**src/inc/sdmd_consts.svh**
```systemverilog
// Constants for the step/direction microstep driver input logic
// Summary of operation
// - Each rising pulse edge while the drive is on moves position one microstep at selected resolution.
// - Standard variant: select 0 gives half step, 1 gives eighth step.
// - Low-noise variant: select 0 gives eighth step, 1 gives 1/256 step.
// - Direction low steps clockwise, high steps counter-clockwise.
// - Resolution select is latched only while disabled and current off.
// - Over-temperature switches drive off and latches a thermal fault.
// - Supply out of range switches drive off and latches supply fault.
// - After a fault, only an enable rising edge after clearing re-energizes.
// - Fault clears only after temperature or supply passes its hysteresis.
// - At standstill without boost the current setpoint drops to two thirds of nominal.
`ifndef SDMD_CONSTS_SVH
`define SDMD_CONSTS_SVH
`define SDMD_ADDR_CTRL 12'h000
`define SDMD_ADDR_STAT 12'h004
`define SDMD_ADDR_IRQ_STAT 12'h008
`define SDMD_ADDR_IRQ_EN 12'h00C
`define SDMD_ADDR_IRQ_CLR 12'h010
`define SDMD_ADDR_POS 12'h014
`define SDMD_ADDR_IDLE 12'h018
`define SDMD_ADDR_ISET 12'h01C
`define SDMD_CTRL_LOWNOISE 0
`define SDMD_IRQ_THERM 0
`define SDMD_IRQ_SUPPLY 1
`define SDMD_IRQ_STILL 2
`define SDMD_STEP_HALF 16'h0080
`define SDMD_STEP_EIGHTH 16'h0020
`define SDMD_STEP_FINE 16'h0001
`define SDMD_T_IDLE_MS 10
`define SDMD_CLK_MHZ 100
`define SDMD_IDLE_CYC (`SDMD_T_IDLE_MS * `SDMD_CLK_MHZ * 1000)
`define SDMD_T_HYST_C 10
`define SDMD_HYST_MV 1000
`define SDMD_ISET_NOM 8'hC0
`define SDMD_ISET_BOOST 8'hFF
`endif

```
**src/inc/sdmd_pkg.sv**
```systemverilog
// Types for the step/direction microstep driver input logic
package sdmd_pkg;
	typedef struct packed {
		logic pulse;
		logic dir;
		logic res_sel;
		logic enable;
		logic boost;
	} sdmd_ctl_t;
	typedef struct packed {
		logic over_temp;
		logic temp_ok;
		logic supply_bad;
		logic supply_ok;
	} sdmd_sense_t;
	typedef enum logic [1:0] {
		SDMD_OFF,
		SDMD_ON,
		SDMD_FAULT
	} sdmd_state_t;
endpackage : sdmd_pkg

```
**src/core/sdmd_top.sv**
```systemverilog
// Step/direction microstep driver input logic with APB registers
//
// Our own choices: the APB interface to the registers and the register addresses.
`timescale 1ns/1ps
`include "sdmd_consts.svh"
module sdmd_top #(
	parameter logic [31:0] IDLE_CYC = 32'(`SDMD_IDLE_CYC)
) (
	input wire logic pclk,
	input wire logic presetn,
	input wire logic psel,
	input wire logic penable,
	input wire logic pwrite,
	input wire logic [11:0] paddr,
	input wire logic [31:0] pwdata,
	output logic [31:0] prdata,
	output logic pready,
	output logic pslverr,
	input wire sdmd_pkg::sdmd_ctl_t ctl,
	input wire sdmd_pkg::sdmd_sense_t sense,
	output logic drive_on,
	output logic [7:0] current_set,
	output logic [15:0] position,
	output logic irq
);
	import sdmd_pkg::*;
	sdmd_state_t state, next_state;
	logic pulse_d, next_pulse_d, en_d, next_en_d;
	logic res_lat, next_res_lat, low_noise, next_low_noise;
	logic therm_flt, next_therm_flt, sup_flt, next_sup_flt;
	logic still, next_still;
	logic [31:0] idle_cnt, next_idle_cnt, idle_lim, next_idle_lim;
	logic [15:0] next_position;
	logic [7:0] iset_nom, next_iset_nom, next_current_set;
	logic [2:0] ist, next_ist, ien, next_ien;
	logic [31:0] next_prdata;
	logic pulse_rise, en_rise, wr, rd, fault_any, unmapped;
	logic [15:0] inc;
	logic [2:0] ev;
	assign wr = psel & penable & pwrite;
	assign rd = psel & penable & ~pwrite;
	assign pready = 1'b1;
	assign pulse_rise = ctl.pulse & ~pulse_d;
	assign en_rise = ctl.enable & ~en_d;
	assign fault_any = therm_flt | sup_flt;
	assign irq = |(ist & ien);
	always_comb begin
		unmapped = 1'b0;
		next_prdata = 32'h0;
		if (paddr == `SDMD_ADDR_CTRL) begin
			next_prdata = {31'h0, low_noise};
		end else if (paddr == `SDMD_ADDR_STAT) begin
			next_prdata = {26'h0, still, sup_flt, therm_flt, res_lat,
				state == SDMD_ON, ctl.dir};
		end else if (paddr == `SDMD_ADDR_IRQ_STAT) begin
			next_prdata = {29'h0, ist};
		end else if (paddr == `SDMD_ADDR_IRQ_EN) begin
			next_prdata = {29'h0, ien};
		end else if (paddr == `SDMD_ADDR_IRQ_CLR) begin
			next_prdata = 32'h0;
		end else if (paddr == `SDMD_ADDR_POS) begin
			next_prdata = {16'h0, position};
		end else if (paddr == `SDMD_ADDR_IDLE) begin
			next_prdata = idle_lim;
		end else if (paddr == `SDMD_ADDR_ISET) begin
			next_prdata = {24'h0, iset_nom};
		end else begin
			unmapped = 1'b1;
		end
	end
	assign pslverr = psel & penable & unmapped;
	always_comb begin
		next_state = state;
		next_pulse_d = ctl.pulse;
		next_en_d = ctl.enable;
		next_therm_flt = therm_flt;
		next_sup_flt = sup_flt;
		next_res_lat = res_lat;
		next_low_noise = low_noise;
		next_idle_lim = idle_lim;
		next_iset_nom = iset_nom;
		next_ien = ien;
		next_position = position;
		next_idle_cnt = idle_cnt;
		next_still = still;
		ev = 3'h0;
		if (sense.over_temp) begin
			next_therm_flt = 1'b1;
		end else if (sense.temp_ok) begin
			next_therm_flt = 1'b0;
		end
		if (sense.supply_bad) begin
			next_sup_flt = 1'b1;
		end else if (sense.supply_ok) begin
			next_sup_flt = 1'b0;
		end
		ev[`SDMD_IRQ_THERM] = sense.over_temp & ~therm_flt;
		ev[`SDMD_IRQ_SUPPLY] = sense.supply_bad & ~sup_flt;
		case (state)
			SDMD_OFF: begin
				if (!ctl.enable) begin
					next_res_lat = ctl.res_sel;
				end
				if (fault_any || sense.over_temp || sense.supply_bad) begin
					next_state = SDMD_FAULT;
				end else if (ctl.enable) begin
					next_state = SDMD_ON;
				end
			end
			SDMD_ON: begin
				if (sense.over_temp || sense.supply_bad) begin
					next_state = SDMD_FAULT;
				end else if (!ctl.enable) begin
					next_state = SDMD_OFF;
				end
			end
			default: begin
				if (!ctl.enable) begin
					next_res_lat = ctl.res_sel;
				end
				if (!fault_any && en_rise && !sense.over_temp &&
					!sense.supply_bad) begin
					next_state = SDMD_ON;
				end
			end
		endcase
		if (low_noise) begin
			inc = res_lat ? `SDMD_STEP_FINE : `SDMD_STEP_EIGHTH;
		end else begin
			inc = res_lat ? `SDMD_STEP_EIGHTH : `SDMD_STEP_HALF;
		end
		if (pulse_rise && state == SDMD_ON) begin
			if (ctl.dir) begin
				next_position = position - inc;
			end else begin
				next_position = position + inc;
			end
		end
		if (pulse_rise) begin
			next_idle_cnt = 32'h0;
			next_still = 1'b0;
		end else if (idle_cnt >= idle_lim) begin
			ev[`SDMD_IRQ_STILL] = ~still;
			next_still = 1'b1;
		end else begin
			next_idle_cnt = idle_cnt + 32'h1;
		end
		if (wr && paddr == `SDMD_ADDR_CTRL && state != SDMD_ON) begin
			next_low_noise = pwdata[`SDMD_CTRL_LOWNOISE];
		end
		if (wr && paddr == `SDMD_ADDR_IRQ_EN) begin
			next_ien = pwdata[2:0];
		end
		if (wr && paddr == `SDMD_ADDR_IDLE) begin
			next_idle_lim = pwdata;
		end
		if (wr && paddr == `SDMD_ADDR_ISET) begin
			next_iset_nom = pwdata[7:0];
		end
		next_ist = ist;
		if (wr && paddr == `SDMD_ADDR_IRQ_CLR) begin
			next_ist = ist & ~pwdata[2:0];
		end
		next_ist = next_ist | ev;
		if (next_state != SDMD_ON) begin
			next_current_set = 8'h00;
		end else if (ctl.boost) begin
			next_current_set = `SDMD_ISET_BOOST;
		end else if (next_still) begin
			next_current_set = 8'((16'(iset_nom) * 16'h2) / 16'h3);
		end else begin
			next_current_set = iset_nom;
		end
	end
	always_ff @(posedge pclk or negedge presetn) begin
		if (!presetn) begin
			state <= SDMD_OFF;
			pulse_d <= 1'b0;
			en_d <= 1'b0;
			therm_flt <= 1'b0;
			sup_flt <= 1'b0;
			res_lat <= 1'b0;
			low_noise <= 1'b0;
			idle_lim <= 32'(`SDMD_IDLE_CYC);
			iset_nom <= `SDMD_ISET_NOM;
			ien <= 3'h0;
			ist <= 3'h0;
			position <= 16'h0;
			idle_cnt <= 32'h0;
			still <= 1'b0;
			current_set <= 8'h00;
			drive_on <= 1'b0;
			prdata <= 32'h0;
		end else begin
			state <= next_state;
			pulse_d <= next_pulse_d;
			en_d <= next_en_d;
			therm_flt <= next_therm_flt;
			sup_flt <= next_sup_flt;
			res_lat <= next_res_lat;
			low_noise <= next_low_noise;
			idle_lim <= (idle_lim == 32'h0 && !wr) ? IDLE_CYC : next_idle_lim;
			iset_nom <= next_iset_nom;
			ien <= next_ien;
			ist <= next_ist;
			position <= next_position;
			idle_cnt <= next_idle_cnt;
			still <= next_still;
			current_set <= next_current_set;
			drive_on <= (next_state == SDMD_ON);
			// Latch in setup so data stands at the zero-wait access edge
			prdata <= (psel & ~penable & ~pwrite) ? next_prdata : prdata;
		end
	end
endmodule : sdmd_top

```
**config.mk**
```make
export PLATFORM = sky130hd
export DESIGN_NAME = sdmd_top
export DESIGN_NICKNAME = d
export VERILOG_FILES = /design/src/inc/sdmd_pkg.sv /design/src/core/sdmd_top.sv
export VERILOG_INCLUDE_DIRS = /design/src /design/src/inc
export SDC_FILE = /design/constraint.sdc
export NUM_CORES = 1
export LEC_CHECK = 0
export BUFFER_PORTS_ARGS = -buffer_cell sky130_fd_sc_hd__buf_2
export CAP_MARGIN = 10
export CORE_MARGIN = 8
export CORE_UTILIZATION = 60
export CTS_BUF_LIST = sky130_fd_sc_hd__clkbuf_16
export DETAILED_ROUTE_END_ITERATION = 10
export PLACE_DENSITY = 0.83
export SLEW_MARGIN = 5
export SYNTH_ARGS = -nofsm -noshare
export SYNTH_HDL_FRONTEND = slang
export SYNTH_SLANG_ARGS = --single-unit
```
**constraint.sdc**
```tcl
create_clock -name pclk -period 6.3 [get_ports pclk]
set_input_delay 0.63 -clock pclk [delete_from_list [all_inputs] [get_ports pclk]]
set_output_delay 0.63 -clock pclk [all_outputs]
set_load 0.02 [all_outputs]
```
# Word level (Yosys, flattened, before mapping)
# Index checks and enable logic that the tools add are counted.
# totals
reg_bits,144
latchBits,0
mem_bits_rw,0
mem_bits_ro,0
input_bits,58
output_inout_bits,60
wordCells,125
memories,0
# op_classes
add_sub_neg,3
n_mul,0
div_mod_pow,1
n_lt_le_gt_ge,1
eq_ne,12
shifts,0
n_mux,42
bitwise_logic,23
reduce_logical,26
# ops
op,n
$mux 32,11
$eq 12x5->1 const B,4
$mux 8,6
$add 32x1->32 const B,1
$ge 32x32->1,1
$logic_not 32->1,1
$eq 12x4->1 const B,2
$add 16x16->16,1
$div 9x2->16 const B,1
$mux 1,16
$mux 16,1
$sub 16x16->16,1
$eq 12x3->1 const B,1
$logic_not 12->1,1
$logic_and 1x1->1,11
$mux 2,5
$and 1x1->1,9
$not 1->1,9
$and 3x3->3,2
$mux 6,1
$reduce_bool 2->1,3
$eq 2x1->1 const B,2
$logic_not 1->1,4
$ne 2x1->1 const B,2
other kinds (10),12

# Logic depth before layout (Yosys ltp)
# logic_depth
ltp_word,10
mapped_depth,13
mapped_depth_nobuf,13

# Worst setup path after synthesis
# No wires, ideal clock.
# synth_path
path_kind,input to register
start,input ctl[3] (netlist bit)
end,register position[14]
setup_time_ps,125
arrival_ps,2861
t_required_ps,6175
setup_slack_ps,3314
path_stages,12
n_path_buf,1
cell_sequence,clkbuf_1 -> nand2b_1 -> inv_1 -> fa_1 -> nor2b_1 -> o21ai_0 -> a21o_1 -> a31oi_1 -> a211o_1 -> a31o_2 -> xor2_1 -> mux2_2
# synth_via
elab_chain_len,1
# synth_rtl
element,line_no,rtl
"start, declared",sdmd_top.sv:19,"input wire sdmd_pkg::sdmd_ctl_t ctl,"
$mux 16,sdmd_top.sv:133,if (ctl.dir) begin
"end signal, assigned",sdmd_top.sv:206,position <= next_position;
"end, declared",sdmd_top.sv:23,"output logic [15:0] position,"
# Every way passes these cells.
# A chain may end at the register's enable or synchronous reset.

# Worst setup path after layout
# layout_path
start,register idle_cnt[25]
end,register idle_cnt[30]
# layout_via
elab_chain_len,3
elab_cells_between_ends,5
classes_between,add/sub (1); order compare (1); eq/ne (1); mux (2)
# layout_rtl
element,line_no,rtl
"start, declared",sdmd_top.sv:32,"logic [31:0] idle_cnt, next_idle_cnt, idle_lim, next_idle_lim;"
"start signal, assigned",sdmd_top.sv:207,idle_cnt <= next_idle_cnt;
$add 32x1->32,sdmd_top.sv:146,next_idle_cnt = idle_cnt + 32'h1;
$mux 32,sdmd_top.sv:142,end else if (idle_cnt >= idle_lim) begin
$mux 32,sdmd_top.sv:139,if (pulse_rise) begin
# Parallel ways exist; a longest one is shown, timed or not. The select of a mux whose other input is x is not followed.

==> summary.md <==
| Metric | Value |
|---|---|
| Status | `complete, no violations` |
| Ys async rst share | `100%` |
| Worst-margin pin slew | `1.13 ns` |
| Critical Path RT | `6.65 ns` |
| Clock sinks | `144` |
| Skew final | `approximately 0.008 ns` |
| Post-CTS Hold Fix Bufs | `0` |
| Worst Path Buf+Inv | `0` |
| Routed WL per cell | `roughly 18 um` |
| Layout net count | `1150` |
| Standard-cell rows | `43` |
| Count leader, synth | `nand2_1` |
| Top Family by Delay on Critical Path | `compound AO/OA/AOI/OAI gates` |
| Fin cells | `roughly 1200` |
| Worst-path clk slew | `0.06 ns` |
| Yosys reg bits | `~140` |
| Peak Freq | `297 MHz` |
| Leak | `4.79 nW` |
| Die area | `17900 sq um` |
| Max cap viols | `0` |
| Mapped Area | `8330 sq um` |
| CTS tree | `built` |
| Starting DRT DRC Count | `742` |
| Crit path cell chain | `ha_1 > a211oi_2 > o21bai_1 > a211oi_1 > o2bb2ai_1 > a211oi_4 > o211ai_2 > or4_1 > a21oi_1` |
| DIE WIDTH | `134 um` |
| GPL Wtd Cong | `around 0.91` |
| First-pass GRT wire length | `36800 um` |
| Min-delay worst type | `in2async` |
| Total CTS buffers | `17` |
| Number of iterations in the first detailed-routing pass | `6` |
| Largest net degree at the start of global routing | `100` |
| Post-synth top area share | `~41%` |
| CP max FO | `26` |
| DRC violations left | `0` |
| Leading area contributor after synthesis | `dfrtp_1` |
| Setup TNS | `0 ns` |
| Vias in the first global route | `roughly 7200` |
| Post-Syn Area per Cell | `around 8.8 sq um` |
| Synthesized Nets | `1057` |
| Root Driver | `clkbuf_16` |
| HPWL after detailed placement | `16100 um` |
| Slew Limit Headroom | `roughly a quarter` |
| Final Cycle Share | `53.4%` |
| Post-CTS setup buffers | `0` |
| Layout area overhead | `15.4%` |
| Die H | `134 um` |
| EDFF count, synth | `0` |
| WP data arrival | `3.71 ns` |
| RSZ-0062 raised after global routing | `no` |
| Synth cell types | `roughly 70` |
| Grt ovf | `0` |
| Count of final max-slew check failures | `0` |
| Layout cells sized above 1 | `roughly 18%` |
| Sequential area share after synthesis | `43.4%` |
| Element type at the critical path end | `flop` |
| Setup violators final | `0` |
| Vias per std cell | `6.24` |
| Maximum VDD drop | `200 uV` |
| Cts repair resizes | `0` |
| Crit Path Category | `reg2reg` |
| Vias | `7690` |
| Synth top area cells | `dfrtp_1 41%, ha_1 7.7%, nand2_1 6.4%` |
| Insertion delay to the later sink of the worst-skew pair | `0.43 ns` |
| CP Launch Type | `flop` |
| Max clock buf depth | `2` |
| Starting Density | `60.7%` |
| Io pins | `118` |
| DP Cell Count | `around 1200` |
| Overall routing resource usage | `25.6%` |
| Min cycle time layout | `3.36 ns` |
| Pwr Density | `228 nW/um^2` |
| N_diodes | `0` |
| Final WL | `22500 um` |
| Initial antenna violation count | `0` |
| Post-Synthesis Cells | `947` |
| Warning count from the yosys run | `0` |
| Final Hold Viols | `0` |
| Final ANT Viol Nets | `0` |
| Main synth FF type | `dfrtp_1` |
| Area of the core | `13700 sq um` |
| I/O Buffers | `~120` |
| Top cells by count, synth | `142 x nand2_1, 135 x dfrtp_1, 96 x o21ai_0, 63 x nor2_1, 60 x inv_1` |
| Critical Path Max Stage Delay | `roughly 0.63 ns` |
| H-tree Lvls | `4` |
| CP max stage cell | `or4_1` |
-- cell type report --
cell class,count,area [sq um]
Sequential cell,144,3610
Timing Repair Buffer,121,624
Tap cell,180,225
Inverter,61,229
Clock inverter,15,175
Multi-Input combinational cell,695,4320
Clock buffer,17,425
Fill cell,1036,4110
-- placed cells by master, fill, tap and decap left out, types with 10 or more instances in the layout --
cell type,count
nand3_1,37
o31ai_1,15
nand4_1,14
buf_2,115
nor2_1,62
a21oi_1,56
xnor2_1,11
a221oi_1,14
nor3_1,13
clkbuf_16,17
o21ai_0,96
dfrtp_1,135
nor4_1,10
xor2_1,11
or3_1,18
nand2_1,142
ha_1,51
nor2b_1,10
inv_1,61
o211ai_1,12
-- per-layer routing --
layer	global-route usage [%]	share of wire, %	up-vias
li1	-	-	3564
met3	6.06	7.9	65
met5	0	0	-
met4	12.6	3.7	0
met1	32.9	42	3694
met2	39.8	46	367
-- state kept, by name, summed over array words and instances, names as in the netlist --
| name | cells |
|---|---|
| res_lat | 1 |
| ien | 3 |
| iset_nom | 8 |
| state | 2 |
| low_noise | 1 |
| position | 16 |
| sup_flt | 1 |
| prdata | 32 |
| ist | 3 |
| still | 1 |
| en_d | 1 |
| pulse_d | 1 |
| drive_on | 1 |
| idle_lim | 32 |
| idle_cnt | 32 |
| current_set | 8 |
| therm_flt | 1 |
-- report_power, final --
part | switching, W | total [W] | internal (W)
sequential | 0.0000278 | 0.000975 | 0.000947
clock | 0.000380 | 0.00103 | 0.000652
combinational | 0.000118 | 0.000181 | 0.0000637
-- logic make-up (layout without fill, tap and decap cells) --
| group | count (synthesis) | count (layout) | share of synthesized area (%) |
|---|---|---|---|
| flops | 144 | 144 | 43.4 |
| compound gates | 257 | 257 | 19.8 |
| other cells | 1 | 1 | 0.0450 |
| buf+inv | 108 | 214 | 4.97 |
| simple gates | 347 | 347 | 19.4 |
| mux | 16 | 16 | 2.21 |
| xor+xnor | 22 | 22 | 2.31 |
| fa+ha+maj | 52 | 52 | 7.90 |
-- worst paths after layout --
kind / from / end / slack, ns / cells after the start
min reg2reg: prdata[28]$_DFFE_PN0P_ / prdata[28]$_DFFE_PN0P_ / 0.47 / 2
min in group pclk: ctl[4] / pulse_d$_DFF_PN0_ / 0.34 / 1
max in group asynchronous: presetn / state[1]$_DFF_PN0_ / 4.87 / 2
max reg2reg: idle_cnt[25]$_DFFE_PN0P_ / idle_cnt[30]$_DFFE_PN0P_ / 2.94 / 9
min: presetn / idle_cnt[20]$_DFFE_PN0P_ / 0.31 / 1
max: idle_cnt[25]$_DFFE_PN0P_ / idle_cnt[30]$_DFFE_PN0P_ / 2.94 / 9
-- metrics by stage --
step                instance area, sq um  setup WS (ns)  util [%]  power [W]  hold WS, ns
finish                              9610           2.94      70.1    0.00219        0.309
global route                        9610           2.67      70.1    0.00226        0.333
CTS                                 9610           2.98      70.0    0.00220        0.325
detailed placement                  9010           2.98      65.7    0.00117        0.456
global placement                    9010           3.04      65.7    0.00116        0.448
floorplan                           8330           3.31         -    0.00109        0.334
(Power assumes the default switching activity.)
